<file path="config.mk">
export PLATFORM = sky130hd
export DESIGN_NAME = ldcr_regs
export DESIGN_NICKNAME = d
export VERILOG_FILES = /design/src/rtl/ldcr_pkg.sv /design/src/rtl/ldcr_regs.sv /design/src/rtl/ldcr_decode.sv
export SDC_FILE = /design/constraint.sdc
export NUM_CORES = 1
export LEC_CHECK = 0
export BUFFER_PORTS_ARGS = -buffer_cell sky130_fd_sc_hd__clkbuf_2
export CAP_MARGIN = 20
export CORE_MARGIN = 2
export CORE_UTILIZATION = 45
export CTS_CLUSTER_DIAMETER = 60
export CTS_CLUSTER_SIZE = 28
export DETAILED_ROUTE_END_ITERATION = 10
export PLACE_DENSITY = 0.77
export RECOVER_POWER = 50
export SYNTH_ARGS = -nofsm -noshare
export SYNTH_HDL_FRONTEND = slang
export SYNTH_SLANG_ARGS = --single-unit
export TNS_END_PERCENT = 50
</file>
<file path="constraint.sdc">
create_clock -name core_clk -period 1.7 [get_ports core_clk]
set_clock_uncertainty 0.05 [all_clocks]
set_input_delay 0.085 -clock core_clk [delete_from_list [all_inputs] [get_ports core_clk]]
set_output_delay 0.085 -clock core_clk [all_outputs]
set_load 0.1 [all_outputs]
</file>
<file path="src/rtl/ldcr_pkg.sv">
/*
 * Package for the LED driver configuration register bank.
 * Holds word addresses, field positions, reset values and decode codes.
 * Assumes nothing of its surroundings.
 */
package ldcr_pkg;

    // Word addresses of the two configuration registers.
    localparam logic [7:0] LDCR_ADDR_FSCE = 8'h00;
    localparam logic [7:0] LDCR_ADDR_BDMC = 8'h01;

    // Field positions in word 0x00.
    localparam int LDCR_ISET_LSB = 8;
    localparam int LDCR_CHEN_LSB = 0;

    // Field positions in word 0x01.
    localparam int LDCR_OVP_LSB  = 8;
    localparam int LDCR_SYNC_BIT = 7;
    localparam int LDCR_MOD_LSB  = 4;
    localparam int LDCR_INDUCTOR_CURRENT_LIMIT_SEL_BIT = 3;
    localparam int LDCR_FS_LSB   = 0;

    // Factory reset values of each field.
    localparam logic [7:0] LDCR_ISET_RST = 8'h62;
    localparam logic [7:0] LDCR_CHEN_RST = 8'h3f;
    localparam logic [1:0] LDCR_OVP_RST  = 2'h2;
    localparam logic       LDCR_SYNC_RST = 1'h1;
    localparam logic [2:0] LDCR_MOD_RST  = 3'h4;
    localparam logic       LDCR_INDUCTOR_CURRENT_LIMIT_SEL_RST = 1'h1;
    localparam logic [2:0] LDCR_FS_RST   = 3'h2;

    // Device address for address_select_pin grounded; floating adds one.
    localparam logic [6:0] LDCR_I2C_ADDR_BASE = 7'h28;

    // Host must wait this long after enable before register access.
    localparam int LDCR_EN_READY_MS = 2;

    // Undefined codes that are refused on write.
    localparam logic [2:0] LDCR_FS_UNDEF = 3'h3;

    // Dimming modes as decoded from the mode field.
    typedef enum logic [2:0]
    {
        LDCR_DIM_ANA_EXT,
        LDCR_DIM_ANA_REG,
        LDCR_DIM_PWM_EXT,
        LDCR_DIM_PWM_REG,
        LDCR_DIM_MIX_EXT,
        LDCR_DIM_MIX_REG
    } ldcr_dim_mode_t;

endpackage

</file>
<file path="src/rtl/ldcr_regs.sv">
/*
 * Configuration register bank for words 0x00 and 0x01 of an eight channel
 * LED boost driver. The serial protocol engine in front presents a word
 * address, write data and one-cycle strobes; this block stores, screens
 * and returns the words and drives decoded controls to the power stage.
 * Assumes core_clk from the internal oscillator and rstn from chip enable.
 */
`timescale 1ns/100ps

// Notes on behaviour
// - Word 0 high byte: full-scale current, reset 62h.
// - Word 0 low byte: channel enables, reset 3Fh.
// - Word 1 bits 9:8 select OVP threshold.
// - Word 1 bit 7 selects sync rectifier.
// - Mode 000: analog dimming from PWM pin.
// - Mode 001: analog dimming from register duty.
// - Mode 010: PWM dimming from PWM pin.
// - Mode 011: PWM dimming from register duty.
// - Mode 100 default: mixed dimming from pin.
// - Mode 101: mixed dimming from register duty.
// - Word 1 bit 3 selects current limit.
// - Word 1 bits 2:0 select switching frequency.
// - OTP stored words replace reset defaults.
// - Address 28h grounded, 29h floating select.
module ldcr_regs
(
    // Clock and reset.
    input  wire logic                        core_clk,
    input  wire logic                        rstn,
    // Strap and one-time-programmable defaults.
    input  wire logic                        address_select_float,
    input  wire logic                        otp_valid,
    input  wire logic [15:0]                 otp_word0,
    input  wire logic [15:0]                 otp_word1,
    // Register access from the protocol engine.
    input  wire logic [7:0]                  reg_addr,
    input  wire logic [15:0]                 reg_wdata,
    input  wire logic                        reg_wr,
    input  wire logic                        reg_rd,
    output logic      [15:0]                 reg_rdata,
    output logic                             reg_rvalid,
    output logic      [6:0]                  dev_addr,
    // Word 0 controls.
    output logic      [7:0]                  full_scale_current_code,
    output logic      [7:0]                  channel_source_enables,
    // Word 1 controls.
    output logic      [1:0]                  overvoltage_threshold_sel,
    output logic                             sync_rectifier_en,
    output logic      [2:0]                  dimming_mode_sel,
    output logic                             inductor_current_limit_sel,
    output logic      [2:0]                  switching_frequency_sel,
    // Decoded selects.
    output logic      [3:0]                  ovp_onehot,
    output logic      [7:0]                  freq_onehot,
    output logic                             dim_src_reg,
    output logic                             dim_analog,
    output logic                             dim_pwm,
    output logic                             dim_mixed
);
    import ldcr_pkg::*;

    // Stored fields.
    logic [7:0] iset_r;
    logic [7:0] iset_nxt;
    logic [7:0] chen_r;
    logic [7:0] chen_nxt;
    logic [1:0] ovp_r;
    logic [1:0] ovp_nxt;
    logic       sync_r;
    logic       sync_nxt;
    logic [2:0] mod_r;
    logic [2:0] mod_nxt;
    logic       inductor_current_limit_sel_r;
    logic       inductor_current_limit_sel_nxt;
    logic [2:0] fs_r;
    logic [2:0] fs_nxt;
    // One-shot load of the defaults after reset release.
    logic       loaded_r;
    // Read path and device address registers.
    logic [15:0] rdata_r;
    logic [15:0] rdata_nxt;
    logic        rvalid_r;
    logic [6:0]  dev_addr_r;

    // Address decode and write strobes.
    wire        hit_w0 = (reg_addr == LDCR_ADDR_FSCE);
    wire        hit_w1 = (reg_addr == LDCR_ADDR_BDMC);
    wire        wr_w0  = reg_wr && hit_w0;
    wire        wr_w1  = reg_wr && hit_w1;

    // Fields of the incoming write.
    wire [2:0]  wr_mod = reg_wdata[LDCR_MOD_LSB +: 3];
    wire [2:0]  wr_fs  = reg_wdata[LDCR_FS_LSB +: 3];

    // Reserved mode codes 110 and 111 and frequency code 011 are refused.
    // screen undefined codes
    wire        mod_ok = (wr_mod <= LDCR_DIM_MIX_REG);
    wire        fs_ok  = (wr_fs != LDCR_FS_UNDEF);

    // Default words: OTP copy when programmed, else factory values.
    // OTP replaces defaults
    wire [15:0] dflt0 = otp_valid ? otp_word0 : {LDCR_ISET_RST, LDCR_CHEN_RST};
    wire [15:0] dflt1 = otp_valid ? otp_word1 :
                        {6'h00, LDCR_OVP_RST, LDCR_SYNC_RST, LDCR_MOD_RST, LDCR_INDUCTOR_CURRENT_LIMIT_SEL_RST, LDCR_FS_RST};

    // Next field values; the default load happens once after reset release.
    // full-scale current write
    assign iset_nxt = !loaded_r ? dflt0[LDCR_ISET_LSB +: 8] : (wr_w0 ? reg_wdata[LDCR_ISET_LSB +: 8] : iset_r);
    assign chen_nxt = !loaded_r ? dflt0[LDCR_CHEN_LSB +: 8] : (wr_w0 ? reg_wdata[LDCR_CHEN_LSB +: 8] : chen_r);
    assign ovp_nxt  = !loaded_r ? dflt1[LDCR_OVP_LSB +: 2] : (wr_w1 ? reg_wdata[LDCR_OVP_LSB +: 2] : ovp_r);
    assign sync_nxt = !loaded_r ? dflt1[LDCR_SYNC_BIT] : (wr_w1 ? reg_wdata[LDCR_SYNC_BIT] : sync_r);
    assign inductor_current_limit_sel_nxt = !loaded_r ? dflt1[LDCR_INDUCTOR_CURRENT_LIMIT_SEL_BIT] : (wr_w1 ? reg_wdata[LDCR_INDUCTOR_CURRENT_LIMIT_SEL_BIT] : inductor_current_limit_sel_r);
    assign mod_nxt  = !loaded_r ? dflt1[LDCR_MOD_LSB +: 3] : ((wr_w1 && mod_ok) ? wr_mod : mod_r);
    assign fs_nxt   = !loaded_r ? dflt1[LDCR_FS_LSB +: 3] : ((wr_w1 && fs_ok) ? wr_fs : fs_r);

    // Read mux; unmapped words read zero.
    // reserved bits zero
    assign rdata_nxt = hit_w0 ? {iset_r, chen_r} :
                       hit_w1 ? {6'h00, ovp_r, sync_r, mod_r, inductor_current_limit_sel_r, fs_r} : 16'h0000;

    // Field registers. Reset uses factory constants; OTP words arrive
    // from a port so they are taken by the clocked load just after release.
    always_ff @(posedge core_clk or negedge rstn)
    begin
        if (!rstn)
        begin
            iset_r   <= LDCR_ISET_RST;
            chen_r   <= LDCR_CHEN_RST;
            ovp_r    <= LDCR_OVP_RST;
            sync_r   <= LDCR_SYNC_RST;
            mod_r    <= LDCR_MOD_RST;
            inductor_current_limit_sel_r   <= LDCR_INDUCTOR_CURRENT_LIMIT_SEL_RST;
            fs_r     <= LDCR_FS_RST;
            loaded_r <= 1'b0;
        end
        else
        begin
            iset_r   <= iset_nxt;
            chen_r   <= chen_nxt;
            ovp_r    <= ovp_nxt;
            sync_r   <= sync_nxt;
            mod_r    <= mod_nxt;
            inductor_current_limit_sel_r   <= inductor_current_limit_sel_nxt;
            fs_r     <= fs_nxt;
            loaded_r <= 1'b1;
        end
    end

    // Read data and its valid pulse, one cycle after the read strobe.
    always_ff @(posedge core_clk or negedge rstn)
    begin
        if (!rstn)
        begin
            rdata_r  <= 16'h0000;
            rvalid_r <= 1'b0;
        end
        else
        begin
            rvalid_r <= reg_rd;
            if (reg_rd)
            begin
                rdata_r <= rdata_nxt;
            end
        end
    end

    // Device address from the strap, sampled each cycle after release.
    // strap selects address
    always_ff @(posedge core_clk or negedge rstn)
    begin
        if (!rstn)
        begin
            dev_addr_r <= LDCR_I2C_ADDR_BASE;
        end
        else
        begin
            dev_addr_r <= LDCR_I2C_ADDR_BASE | {6'h00, address_select_float};
        end
    end

    // Decoded selects; registered so top outputs come from flip-flops.
    logic [3:0] ovp_oh_w;
    logic [7:0] freq_oh_w;
    logic       src_w;
    logic       ana_w;
    logic       pwm_w;
    logic       mix_w;

    ldcr_decode u_decode
    (
        .ovp_sel     (ovp_nxt),
        .mode_sel    (mod_nxt),
        .freq_sel    (fs_nxt),
        .ovp_onehot  (ovp_oh_w),
        .freq_onehot (freq_oh_w),
        .dim_src_reg (src_w),
        .dim_analog  (ana_w),
        .dim_pwm     (pwm_w),
        .dim_mixed   (mix_w)
    );

    // Decoded registers track the field registers in the same cycle.
    always_ff @(posedge core_clk or negedge rstn)
    begin
        if (!rstn)
        begin
            ovp_onehot  <= 4'h4;
            freq_onehot <= 8'h04;
            dim_src_reg <= 1'b0;
            dim_analog  <= 1'b0;
            dim_pwm     <= 1'b0;
            dim_mixed   <= 1'b1;
        end
        else
        begin
            ovp_onehot  <= ovp_oh_w;
            freq_onehot <= freq_oh_w;
            dim_src_reg <= src_w;
            dim_analog  <= ana_w;
            dim_pwm     <= pwm_w;
            dim_mixed   <= mix_w;
        end
    end

    // Field outputs straight from their registers.
    assign full_scale_current_code    = iset_r;
    assign channel_source_enables     = chen_r;
    assign overvoltage_threshold_sel  = ovp_r;
    assign sync_rectifier_en          = sync_r;
    assign dimming_mode_sel           = mod_r;
    assign inductor_current_limit_sel = inductor_current_limit_sel_r;
    assign switching_frequency_sel    = fs_r;
    assign reg_rdata                  = rdata_r;
    assign reg_rvalid                 = rvalid_r;
    assign dev_addr                   = dev_addr_r;

endmodule

</file>
<file path="src/rtl/ldcr_decode.sv">
/*
 * Combinational decode of the boost and dimming fields into one-hot
 * selects for the analog power stage and dimming logic.
 * Assumes the fields are the bank's next field values, with written codes already screened for bad codes.
 */
`timescale 1ns/100ps
module ldcr_decode
(
    // Stored fields.
    input  wire logic [1:0] ovp_sel,
    input  wire logic [2:0] mode_sel,
    input  wire logic [2:0] freq_sel,
    // Decoded selects.
    output logic      [3:0] ovp_onehot,
    output logic      [7:0] freq_onehot,
    output logic            dim_src_reg,
    output logic            dim_analog,
    output logic            dim_pwm,
    output logic            dim_mixed
);
    import ldcr_pkg::*;

    // One-hot OVP level: 24 V, 31 V, 37.5 V, 46 V in bits 0..3.
    // threshold decode
    assign ovp_onehot  = 4'h1 << ovp_sel;

    // One-hot frequency: 350k,500k,650k,-,950k,1.2M,1.8M,2.4M.
    // frequency decode
    assign freq_onehot = 8'h01 << freq_sel;

    // Odd codes take the duty from the register, even ones from the pin.
    // register duty source
    assign dim_src_reg = mode_sel[0];

    assign dim_analog  = (mode_sel == LDCR_DIM_ANA_EXT) || (mode_sel == LDCR_DIM_ANA_REG);
    assign dim_pwm     = (mode_sel == LDCR_DIM_PWM_EXT) || (mode_sel == LDCR_DIM_PWM_REG);
    assign dim_mixed   = (mode_sel == LDCR_DIM_MIX_EXT) || (mode_sel == LDCR_DIM_MIX_REG);

endmodule

</file>
Word level (Yosys, flattened, before mapping)
Index checks and enable logic that the tools add are counted.

Order comparisons: 1. Equality and inequality tests: 9. Shift operators: 2. Muxes and demuxes: 18. Reductions and logical operators: 9.

Operators by type and width (count): 16-bit two-way mux (2); 8-bit two-way mux (4); 10-bit two-way mux (2); 3-bit two-way mux (4); 8-bit by 1-bit equality test with 1-bit output (second input constant) (1); 8-bit logical NOT (1); 1-bit by 3-bit left shift with 8-bit output (first input constant) (1); 3-bit by 2-bit equality test with 1-bit output (second input constant) (2); 3-bit equality test (second input constant) (2); 1-bit logical AND (4); 1-bit two-way mux (4); 2-bit two-way mux (2); 2-bit by 1-bit != test with 1-bit output (second input constant) (2); 1-bit by 2-bit left shift with 4-bit output (first input constant) (1); 3-bit by 1-bit equality test with 1-bit output (second input constant) (1); 3-bit <= comparator (second input constant) (1); 3-bit logical NOT (1); 1-bit logical OR (3); 3-bit by 2-bit != test with 1-bit output (second input constant) (1).

Register bits after elaboration: 61. Input bits: 62. Output and inout port bits: 66. Logic and storage cells: 56.

Logic depth before layout (Yosys ltp)
Gate-level depths: netlist of the first run.

Word-level depth: 7. Depth in mapped cells: 6. Mapped depth without buffers: 5.

Hierarchy
From an unflattened synthesis of the first run, not the netlist that was laid out.

Cell total of the unflattened synthesis: 254. Area, all modules: 2800.2 µm².

By module, submodules not included: ldcr_regs (instances 1, cells each 238, area each 2688.8 µm², seq. area each 1547.7 µm²); ldcr_decode (instances 1, cells each 16, area each 111.4 µm², seq. area each 0.0 µm²).

Worst setup path before layout of the first run
Ideal clock, no wire load.

Path kind: input to register. From: input port reg_addr[4]. To: register freq_onehot[3]. Data arrival time: 1753 ps. Required time: 1530 ps. Path slack: -223 ps. Stages: 6. Cells stage by stage: or4_4 -> buf_6 -> or4_4 -> a32oi_2 -> inv_2 -> and3_1.

Cells in the longest elaborated chain, start to end: 6.

RTL lines: start: declaration (RTL line ldcr_regs.sv:36) `input wire logic [7:0] reg_addr,`; 8-bit by 1-bit equality test with 1-bit output (RTL line ldcr_regs.sv:87) `wire hit_w1 = (reg_addr == LDCR_ADDR_BDMC);`; 1-bit logical AND (RTL line ldcr_regs.sv:89) `wire wr_w1 = reg_wr && hit_w1;`; 1-bit logical AND (RTL line ldcr_regs.sv:114) `assign fs_nxt = !loaded_r ? dflt1[LDCR_FS_LSB +: 3] : ((wr_w1 && fs_ok) ? wr_fs : fs_r);`; 3-bit two-way mux (2 in a row) (RTL line ldcr_regs.sv:114); named net fs_nxt[0] (RTL line ldcr_regs.sv:76) `logic [2:0] fs_nxt;`; 1-bit by 3-bit left shift with 8-bit output (RTL line ldcr_decode.sv:29) `assign freq_onehot = 8'h01 << freq_sel;`; named net freq_oh_w[3] (RTL line ldcr_regs.sv:183) `logic [7:0] freq_oh_w;`; end signal: assignment (RTL line ldcr_regs.sv:217) `freq_onehot <= freq_oh_w;`; end: declaration (RTL line ldcr_regs.sv:54) `output logic [7:0] freq_onehot,`.

The timed path passes the listed nets, and every way through them passes these cells. A chain may end at the register's enable or synchronous reset.

Worst setup path in the final report of the first run
From: input port reg_addr[3]. To: register dim_pwm.

Cells in the longest elaborated chain, start to end: 7. Elaborated cells on any way between the ends: 8. Classes of those cells: eq/ne: 3; mux: 2; reduce/logical: 3.

RTL lines: 8-bit by 1-bit equality test with 1-bit output (*) (RTL line ldcr_regs.sv:87); 1-bit logical AND (*) (RTL line ldcr_regs.sv:89); 1-bit logical AND (*) (RTL line ldcr_regs.sv:113) `assign mod_nxt = !loaded_r ? dflt1[LDCR_MOD_LSB +: 3] : ((wr_w1 && mod_ok) ? wr_mod : mod_r);`; 3-bit two-way mux (*) (2 in a row) (RTL line ldcr_regs.sv:113); 3-bit by 2-bit equality test with 1-bit output (RTL line ldcr_decode.sv:36) `assign dim_pwm = (mode_sel == LDCR_DIM_PWM_EXT) || (mode_sel == LDCR_DIM_PWM_REG);`; 1-bit logical OR (*) (RTL line ldcr_decode.sv:36); named net pwm_w (RTL line ldcr_regs.sv:186) `logic pwm_w;`; end signal: assignment (RTL line ldcr_regs.sv:220) `dim_pwm <= pwm_w;`; end: declaration (RTL line ldcr_regs.sv:57) `output logic dim_pwm,`.

Mark *: on every way through the listed nets, which the timed path passes. The rest lies on a longest branch.

==> metrics.md, run 1 <==
| Metric | Value |
|---|---|
| Outcome | `completed` |
| Internal power | `2.475 mW` |
| Clock network power share | `29.3%` |
| Row cnt | `27` |
| Fillers | `453` |
| Max-slew violations | `0` |
| Fin util | `67.72%` |
| Synth cell types | `41` |
| Main flop type after synthesis | `dfrtp_1` |
| Synth area leaders | `dfrtp_1, dfstp_2, a22oi_1` |
| Post-Synth XOR/XNOR Area | `0%` |
| Multiplexer share of the synthesized area | `1.144%` |
| Post-synthesis simple-gate area fraction | `15.31%` |
| Max incr delay on CP | `~640 ps` |
| Peak fanout along the critical path | `5` |
| TritonCTS buffer count | `9` |
| Worst Min Path Start | `otp_word0[15]` |
| Crit path DAT | `between 1500 and 2000 ps` |
| Post-synth ARST share | `100.0%` |
| Pin count of the biggest net entering global routing | `61` |
| Post-synth EDFFs | `0` |
| Vias | `2610` |
| Total die area | `0.006458 sq mm` |
| Synth Area in Compound Gates | `18.69%` |
| Power per cell area | `1113 mW/mm^2` |
| P_leak | `1.842 nW` |
| # nets final | `468` |
| Required time of the critical path | `1870 ps` |
| Setup tns final | `0 ps` |
| Sw power | `about 1.7 mW` |
| Initial core utilization | `47.07%` |
| Ys Warns | `0` |
| Routed WL | `between 7000 and 8000 um` |
| Vias/cell | `5.381` |
| Post-synth top area share | `41.01%` |
| Area Growth Syn to Fin | `43.87%` |
| Sw frac | `about two fifths` |
| Largest family of logic cells by synthesized area | `compound AO/OA/AOI/OAI gates` |
| Adder-Cell Fraction of Synth Area | `0%` |
| Crit Reg-Reg Startpoint | `loaded_r` |
| Vias in the first global route | `2542` |
| Finish-stage setup viols | `0` |
| Final min period | `1651 ps` |
| Die Y | `around 80 um` |
| VDD IR max | `~0.7 mV` |
| Core region area | `0.005574 sq mm` |
| Global-route wire length before repair | `12320 um` |
| Worst-path clk slew | `approximately 70 ps` |
| Final hold violation count | `0` |
| Hold EP | `full_scale_current_code[7]` |
| PnR Total Power | `4.202 mW` |
| #FFs+latches synth | `60` |
| Iteration-0 DRC Markers | `199` |
| RR Endpoint | `ovp_onehot[3]` |
| Placer Congestion | `0.8341` |
| Clock Tree Buf Depth | `2` |
| FMAX | `605.8 MHz` |
| Crit path from | `reg_addr[3]` |
| Setup CP Type | `input port to register` |
| Placed inst area | `roughly 0.0034 sq mm` |
| Remaining antenna violation count | `0` |
| Max-slew headroom | `approximately 18%` |
| Maxcap violations | `0` |
| PortBufs | `115` |
| Final HPWL DP | `5607 um` |
| DRC errors left | `0` |
| HP Class | `input port to register` |
| Syn Inst Count | `approximately 260` |
| Flop pwr share | `between 30% and 40%` |
| Post-Synthesis Cell Area | `0.002624 sq mm` |
| RSZ-0062 raised after global routing | `no` |
| CTS Sinks | `60` |
| Design area | `0.003775 sq mm` |
| Register area share after synthesis | `58.04%` |
| Layout cell share with drive strength beyond 1 | `44.04%` |
| Clock tree from TritonCTS | `yes` |
| TritonRoute pass-1 iters | `5` |
| Reg-to-reg setup timing slack | `130 ps` |
| Wire per inst | `16.07 um` |
| Footprint of the multi-input gates | `983.4 sq um` |
| Clock root buffer | `clkbuf_8` |
| IO Pins | `128` |
| Register area | `~0.0015 sq mm` |
| Critical Path Sink Type | `register` |
| Initial antenna violation count | `0` |
| Hold-critical path depth | `3` |
| H-tree levels | `3` |
| Total GRT Usage | `between 20% and 30%` |
| Fin crit share | `a little over nine tenths` |
| Worst hold slack | `between 4 and 5 ps` |
| Most common cell after layout, fill and taps aside | `clkbuf_2` |
| Least-Margin Pin Slew | `1227 ps` |
| GR Overflow Total | `0` |
| Crit-path slowest cell | `or4b_1` |
| Die width | `between 80 and 90 um` |
| Crit-path cells | `clkbuf_1, or4b_1, or4_4, a221o_1, and2_1` |
| Worst Reg-to-Reg Cells | `5` |
| Post-synthesis average cell area | `10.25 sq um` |
| Clk Latency, worst-skew pair | `330 ps` |
| Critical path startpoint category | `input port` |
| Post-CTS setup buffer count | `0` |
| Comb pwr share | `between 30% and 40%` |
| Leading area contributor after synthesis | `dfrtp_1` |
| Most frequent cells in the layout | `clkbuf_2, dfrtp_1, nand2_1` |
==> final cells by class <==
| type | count | share of cell area (%) |
|---|---|---|
| antenna | 2 | 0.1326 |
| timing repair buffer | 157 | 24.73 |
| sequential | 60 | 40.34 |
| inverter | 13 | 1.293 |
| clock buffer | 9 | 3.281 |
| clock inverter | 7 | 1.790 |
| multi-input combinational | 165 | 26.05 |
| tap | 72 | 2.386 |
==> worst max-delay path by stage <==
stage / depth (start not counted) / to / slack (ps)
floorplan: 5 / dim_pwm / -170
global placement: 5 / dim_pwm / -220
detailed placement: 5 / dim_pwm / -280
CTS: 7 / freq_onehot[6] / 9
global route: 5 / freq_onehot[7] / 5
finish: 5 / dim_pwm / 50
==> registers in the layout, indices dropped and copies added (netlist names) <==
name                        cells
full_scale_current_code         8
freq_onehot                     8
switching_frequency_sel         3
loaded_r                        1
inductor_current_limit_sel      1
overvoltage_threshold_sel       2
dimming_mode_sel                3
dim_analog                      1
reg_rdata                      16
reg_rvalid                      1
channel_source_enables          8
dim_mixed                       1
sync_rectifier_en               1
dev_addr                        1
dim_pwm                         1
ovp_onehot                      4
==> synthesized netlist by cell type (3+ instances only) <==
library cell / instances
clkbuf_1: 13
a21oi_1: 13
nor2_1: 19
nor3_1: 3
inv_1: 12
o21ai_0: 23
nand3_1: 7
buf_4: 7
and3_1: 5
nor4_1: 3
dfrtp_1: 43
o22ai_1: 9
dfstp_2: 17
a22oi_1: 17
nand4_1: 4
mux2i_1: 3
nand2_1: 24
==> metal layers <==
metal | GRT usage, % | part of all wire (%) | up-vias
met5 | 0 | 0 | -
met4 | 14.41 | 3.6 | 0
met3 | 5.393 | 6.7 | 30
met2 | 39.25 | 50 | 130
met1 | 33.21 | 40 | 1235
li1 | - | - | 1215
==> through the flow <==
stage / cells / setup WS [ps]
after floorplan: 261 / -174.4
after global placement: 451 / -224.1
after detailed placement: 451 / -277.6
after CTS: 483 / 8.600
after global routing: 483 / 5.399
final: 485 / 49.23
==> timing repair <==
action	CTS	global route
endpoints found under the setup margin	0	7
gates resized for setup	0	2
endpoints found under the hold margin	77	0
hold buffers	16	0
==> critical path, delay by kind of cell <==
kind                   cells  cell delay (ps)
AND/OR/NAND/NOR            3             1280
AO/OA/AOI/OAI              1              360
buffers and inverters      1               90
==> power groups by stage <==
stage | registers [mW] | logic, mW | clock network, mW
floorplan | 2.41 | 0.258 | 0
global placement | 1.66 | 1.29 | 0
detailed placement | 1.66 | 1.31 | 0
CTS | 1.63 | 1.34 | 1.25
global route | 1.65 | 1.39 | 1.32
finish | 1.64 | 1.33 | 1.23
==> logic make-up after synthesis <==
| kind of cell | Yosys count |
|---|---|
| simple gates | 79 |
| compound gates | 76 |
| flops | 60 |
| buf+inv | 36 |
| mux | 3 |
| other cells | 2 |
No activity file was read; power rests on OpenSTA's default activity.
==> run 2, diff against run 1 <==
CORE_UTILIZATION = 46   (was 45)
PLACE_DENSITY = 0.79   (was 0.77)
==> metrics.md, run 2 (same netlist as run 1, synthesis figures left out) <==
| Metric | Value |
|---|---|
| Vias/cell | `about 5.3` |
| Final HPWL DP | `5344 um` |
| RSZ-0062 raised after global routing | `yes` |
| Maxcap violations | `0` |
| Clock root buffer | `clkbuf_8` |
| Setup tns final | `0 ps` |
| Clock tree from TritonCTS | `yes` |
| Initial core utilization | `a little under half` |
| Initial antenna violation count | `0` |
| CTS Sinks | `60` |
| Total GRT Usage | `23.90%` |
| Area Growth Syn to Fin | `43.20%` |
| Row cnt | `27` |
| Final min period | `approximately 1700 ps` |
| H-tree levels | `3` |
| Fin crit share | `between 90% and 100%` |
| Remaining antenna violation count | `0` |
| Worst-path clk slew | `70 ps` |
| Critical path startpoint category | `input port` |
| Peak fanout along the critical path | `5` |
| Setup CP Type | `input port to register` |
| Routed WL | `approximately 7400 um` |
| Max-slew headroom | `20.56%` |
| PortBufs | `115` |
| Die Y | `79.53 um` |
| P_leak | `1.849 nW` |
| Die width | `79.53 um` |
| Outcome | `completed` |
| Placed inst area | `0.003412 sq mm` |
| DRC errors left | `0` |
| Least-Margin Pin Slew | `1192 ps` |
| IO Pins | `around 130` |
| Final hold violation count | `0` |
| Wire per inst | `15.54 um` |
| Placer Congestion | `0.8795` |
| HP Class | `input port to register` |
| Pin count of the biggest net entering global routing | `roughly 60` |
| Iteration-0 DRC Markers | `~140` |
| Clk Latency, worst-skew pair | `~330 ps` |
| TritonRoute pass-1 iters | `5` |
| Design area | `0.003757 sq mm` |
| Power per cell area | `1125 mW/mm^2` |
| Max-slew violations | `0` |
| GR Overflow Total | `0` |
| Clock Tree Buf Depth | `2` |
| # nets final | `464` |
| Required time of the critical path | `1870 ps` |
| Vias | `2559` |
| Vias in the first global route | `2413` |
| Global-route wire length before repair | `11530 um` |
| Crit path DAT | `about 1800 ps` |
| Total die area | `between 0.006 and 0.007 sq mm` |
| Layout cell share with drive strength beyond 1 | `44.72%` |
| Most frequent cells in the layout | `clkbuf_2, dfrtp_1, nand2_1` |
| Max reg flops | `16` |
| VDD IR max | `0.6295 mV` |
| Finish-stage setup viols | `0` |
| Diodes inserted | `0` |
| TritonCTS buffer count | `9` |
| FMAX | `604.1 MHz` |
| Most common cell after layout, fill and taps aside | `clkbuf_2` |
| Critical Path Sink Type | `register` |
| Core region area | `0.005507 sq mm` |
==> run 2: final cells by class <==
cell class,count,area [sq um]
clock buffer,11,151.4
clock inverter,5,50.05
fill,456,1749
inverter,13,48.80
multi-input combinational,165,984.7
sequential,60,1523
tap,72,90.09
timing repair buffer,153,909.6
==> run 2: timing repair <==
item / 4_1_cts / 5_1_grt
endpoints found under the hold margin: 72 / 0
hold buffers: 14 / 0
setup buffers: 0 / 0
setup endpoints to repair: 0 / 27
resized for setup: 0 / 4
==> run 2: path summary, 6_finish.rpt <==
check	startpoint	end	slack, ps	depth (start not counted)
max in group asynchronous	rstn	ovp_onehot[1]	630	3
min in group asynchronous	rstn	dim_analog	450	3
worst min-delay path	otp_word0[4]	channel_source_enables[4]	5	3
worst min register to register	channel_source_enables[4]	channel_source_enables[4]	440	2
worst max-delay path	reg_addr[3]	dim_pwm	40	5
worst max register to register	loaded_r	dim_pwm	90	5
==> run 2: report_power, final <==
group / leakage [nW] / internal, mW / total [mW] / switching [mW]
Combinational: 1.00 / 0.238 / 1.32 / 1.08
Clock: 0.109 / 0.746 / 1.27 / 0.525
Sequential: 0.739 / 1.56 / 1.64 / 0.0776
Total: 1.85 / 2.55 / 4.23 / 1.68
==> run 2: metrics by stage <==
stage	instances	setup WS [ps]	utilization [%]	hold WS, ps	total power [mW]
after floorplan	261	-174.4	-	-260.6	2.666
after global placement	449	-222.0	61.96	61.83	2.935
after CTS	479	58.65	68.17	0.9995	4.242
final	479	44.71	68.23	5.362	4.229
after global routing	479	-7.444	68.23	12.08	4.387
after detailed placement	449	-266.0	61.96	65.83	2.949
==> run 2: worst max-delay path, cell delays in order <==
cell and delay (ps):
clkbuf_2 80, or4b_1 650, or4_4 470, a221o_1 370, and2_1 170
==> run 2: routing by layer <==
metal,up-vias,global-route usage [%],wire length [um],share of wire [%]
met2,126,37.06,3682,49
met1,1215,31.34,3071,41
li1,1197,-,-,-
met3,21,5.882,528,7.1
met4,0,11.55,159,2.1
met5,-,0,0,0
==> run 3, diff against run 2 <==
--- a/constraint.sdc
+++ b/constraint.sdc
@@ -3,3 +3,3 @@
 set_input_delay 0.085 -clock core_clk [delete_from_list [all_inputs] [get_ports core_clk]]
 set_output_delay 0.085 -clock core_clk [all_outputs]
-set_load 0.1 [all_outputs]
+set_load 0.005 [all_outputs]
==> metrics.md, run 3 (same netlist as run 1, synthesis figures left out) <==
| Metric | Value |
|---|---|
| Fillers | `around 450` |
| HP Class | `input port to register` |
| Row cnt | `27` |
| Initial core utilization | `47.65%` |
| Outcome | `completed` |
| # nets final | `roughly 470` |
| VDD IR max | `between 0.6 and 0.7 mV` |
| P_leak | `1.809 nW` |
| Finish-stage setup viols | `0` |
| Internal power | `2.374 mW` |
| Fin crit share | `~96%` |
| Clock tree from TritonCTS | `yes` |
| IO Pins | `128` |
| Layout cell share with drive strength beyond 1 | `39.61%` |
| Wire per inst | `15.51 um` |
| M1 WL | `around 3200 um` |
| Vias/cell | `~5.3` |
| Final min period | `1626 ps` |
| GR Overflow Total | `0` |
| TritonRoute pass-1 iters | `5` |
| Crit-path slowest cell | `or4_4` |
| FMAX | `about 600 MHz` |
| CTS Sinks | `60` |
| Final HPWL DP | `5259 um` |
| Core region area | `0.005507 sq mm` |
| Area Growth Syn to Fin | `43.59%` |
| Global-route wire length before repair | `11740 um` |
| Flop pwr share | `roughly half` |
| Hold-critical path depth | `3` |
| Pin count of the biggest net entering global routing | `61` |
| DRC errors left | `0` |
| Diodes inserted | `0` |
| Routed WL | `7540 um` |
| Least-Margin Pin Slew | `1236 ps` |
| Max incr delay on CP | `570 ps` |
| Setup CP Type | `input port to register` |
| Remaining antenna violation count | `0` |
| Power per cell area | `roughly 860 mW/mm^2` |
| Placed insts | `448` |
| Total GRT Usage | `24.71%` |
| Vias in the first global route | `2441` |
| Crit-path cells | `clkbuf_2, or4_4, or4_4, a32oi_4, inv_2, and3_1` |
| RSZ-0062 raised after global routing | `no` |
| Crit path DAT | `1800 ps` |
| Sw power | `0.8581 mW` |
| Max-slew violations | `0` |
| Worst Min Path Start | `otp_word0[8]` |
| Family with the most delay on the worst path | `simple AND/OR/NAND/NOR gates` |
| Comb pwr share | `15.7%` |
| PnR Total Power | `3.232 mW` |
| Initial antenna violation count | `0` |
| Vias | `2555` |
| Clk Latency, worst-skew pair | `340 ps` |
| Sw frac | `26.55%` |
| Most frequent CP cell | `or4_4` |
| Required time of the critical path | `between 1500 and 2000 ps` |
| Post-route non-filler standard cell count | `slightly below 500` |
| Clock root buffer | `clkbuf_8` |
| Reg-to-reg setup timing slack | `210 ps` |
| Most frequent cells in the layout | `clkbuf_2, dfrtp_1, nand2_1` |
| Critical path startpoint category | `input port` |
| Peak fanout along the critical path | `5` |
| Max reg flops | `16` |
| PortBufs | `115` |
| H-tree levels | `3` |
| Crit Reg-Reg Startpoint | `loaded_r` |
| Clock network power share | `33.7%` |
| Placer Congestion | `around 0.9` |
| Clock Tree Buf Depth | `2` |
| Worst path depth | `6` |
| Worst Reg-to-Reg Cells | `5` |
| TritonCTS buffer count | `9` |
| Routed length on met3 | `506 um` |
| Final hold violation count | `0` |
| Wire length on met2 | `3640 um` |
| Maxcap violations | `0` |
| Die width | `79.53 um` |
| Critical Path Sink Type | `register` |
| RR Endpoint | `freq_onehot[3]` |
| Most common cell after layout, fill and taps aside | `clkbuf_2` |
| Worst Path Buf+Inv | `2` |
| Hold EP | `full_scale_current_code[0]` |
| Iteration-0 DRC Markers | `225` |
| Total die area | `0.006324 sq mm` |
| Die Y | `79.53 um` |
| Max-slew headroom | `17.61%` |
| Uppermost layer routed | `met4` |
| Worst-path clk slew | `70 ps` |
run 3: final cells by class:
class | instances | area (sq um) | area share, %
multi-input cells | 165 | 979.7 | 26.00
clock inverters | 2 | 10.01 | 0.2657
well taps | 72 | 90.09 | 2.391
clock buffers | 14 | 152.6 | 4.052
repair buffers | 160 | 963.4 | 25.57
inverters | 13 | 48.80 | 1.295
flip-flops and latches | 60 | 1523 | 40.42
run 3: worst max-delay path by stage:
stage / from / endpoint / slack [ps]
2_1_floorplan: reg_addr[4] / dim_pwm / -170
3_3_place_gp: reg_addr[3] / freq_onehot[3] / -230
3_5_place_dp: reg_addr[3] / freq_onehot[3] / -270
4_1_cts: reg_addr[3] / freq_onehot[3] / 70
5_1_grt: reg_addr[4] / freq_onehot[7] / 20
6_report: reg_addr[4] / freq_onehot[3] / 70
run 3: metrics by stage:
step	worst slack [ps]	utilization (%)	hold slack [ps]	setup TNS [ps]	cell area (sq um)
2_1_floorplan	-174.4	-	-260.6	-1214	2658
3_3_place_gp	-231.5	61.83	62.64	-2378	3405
3_5_place_dp	-269.2	61.83	64.67	-3103	3405
4_1_cts	68.80	68.78	3.039	0	3787
5_1_grt	22.17	68.42	10.17	0	3767
6_report	73.80	68.42	9.086	0	3767
run 3: power by group through the flow:
| stage | logic [mW] | clock network, mW | registers (mW) |
|---|---|---|---|
| final | 0.506 | 1.09 | 1.64 |
| after global routing | 0.558 | 1.19 | 1.65 |
| after CTS | 0.510 | 1.10 | 1.64 |
| after detailed placement | 0.467 | 0 | 1.66 |
| after global placement | 0.456 | 0 | 1.66 |
| after floorplan | 0.188 | 0 | 1.65 |
run 3: repair_timing:
item	4_1_cts	5_1_grt
hold endpoints to repair	79	0
hold buffers	22	0
gates resized for setup	0	2
setup buffers	0	0
setup endpoints to repair	0	4
run 3: tightest hold or removal path: stages:
cell      delay [ps]
clkbuf_2          90
a22oi_1           50
o21ai_0          140
run 3: routing by layer:
| layer | vias up | track usage, % |
|---|---|---|
| li1 | 1214 | - |
| met1 | 1206 | 32.76 |
| met2 | 118 | 38.82 |
| met3 | 17 | 4.412 |
| met4 | 0 | 12.76 |
| met5 | - | 0 |
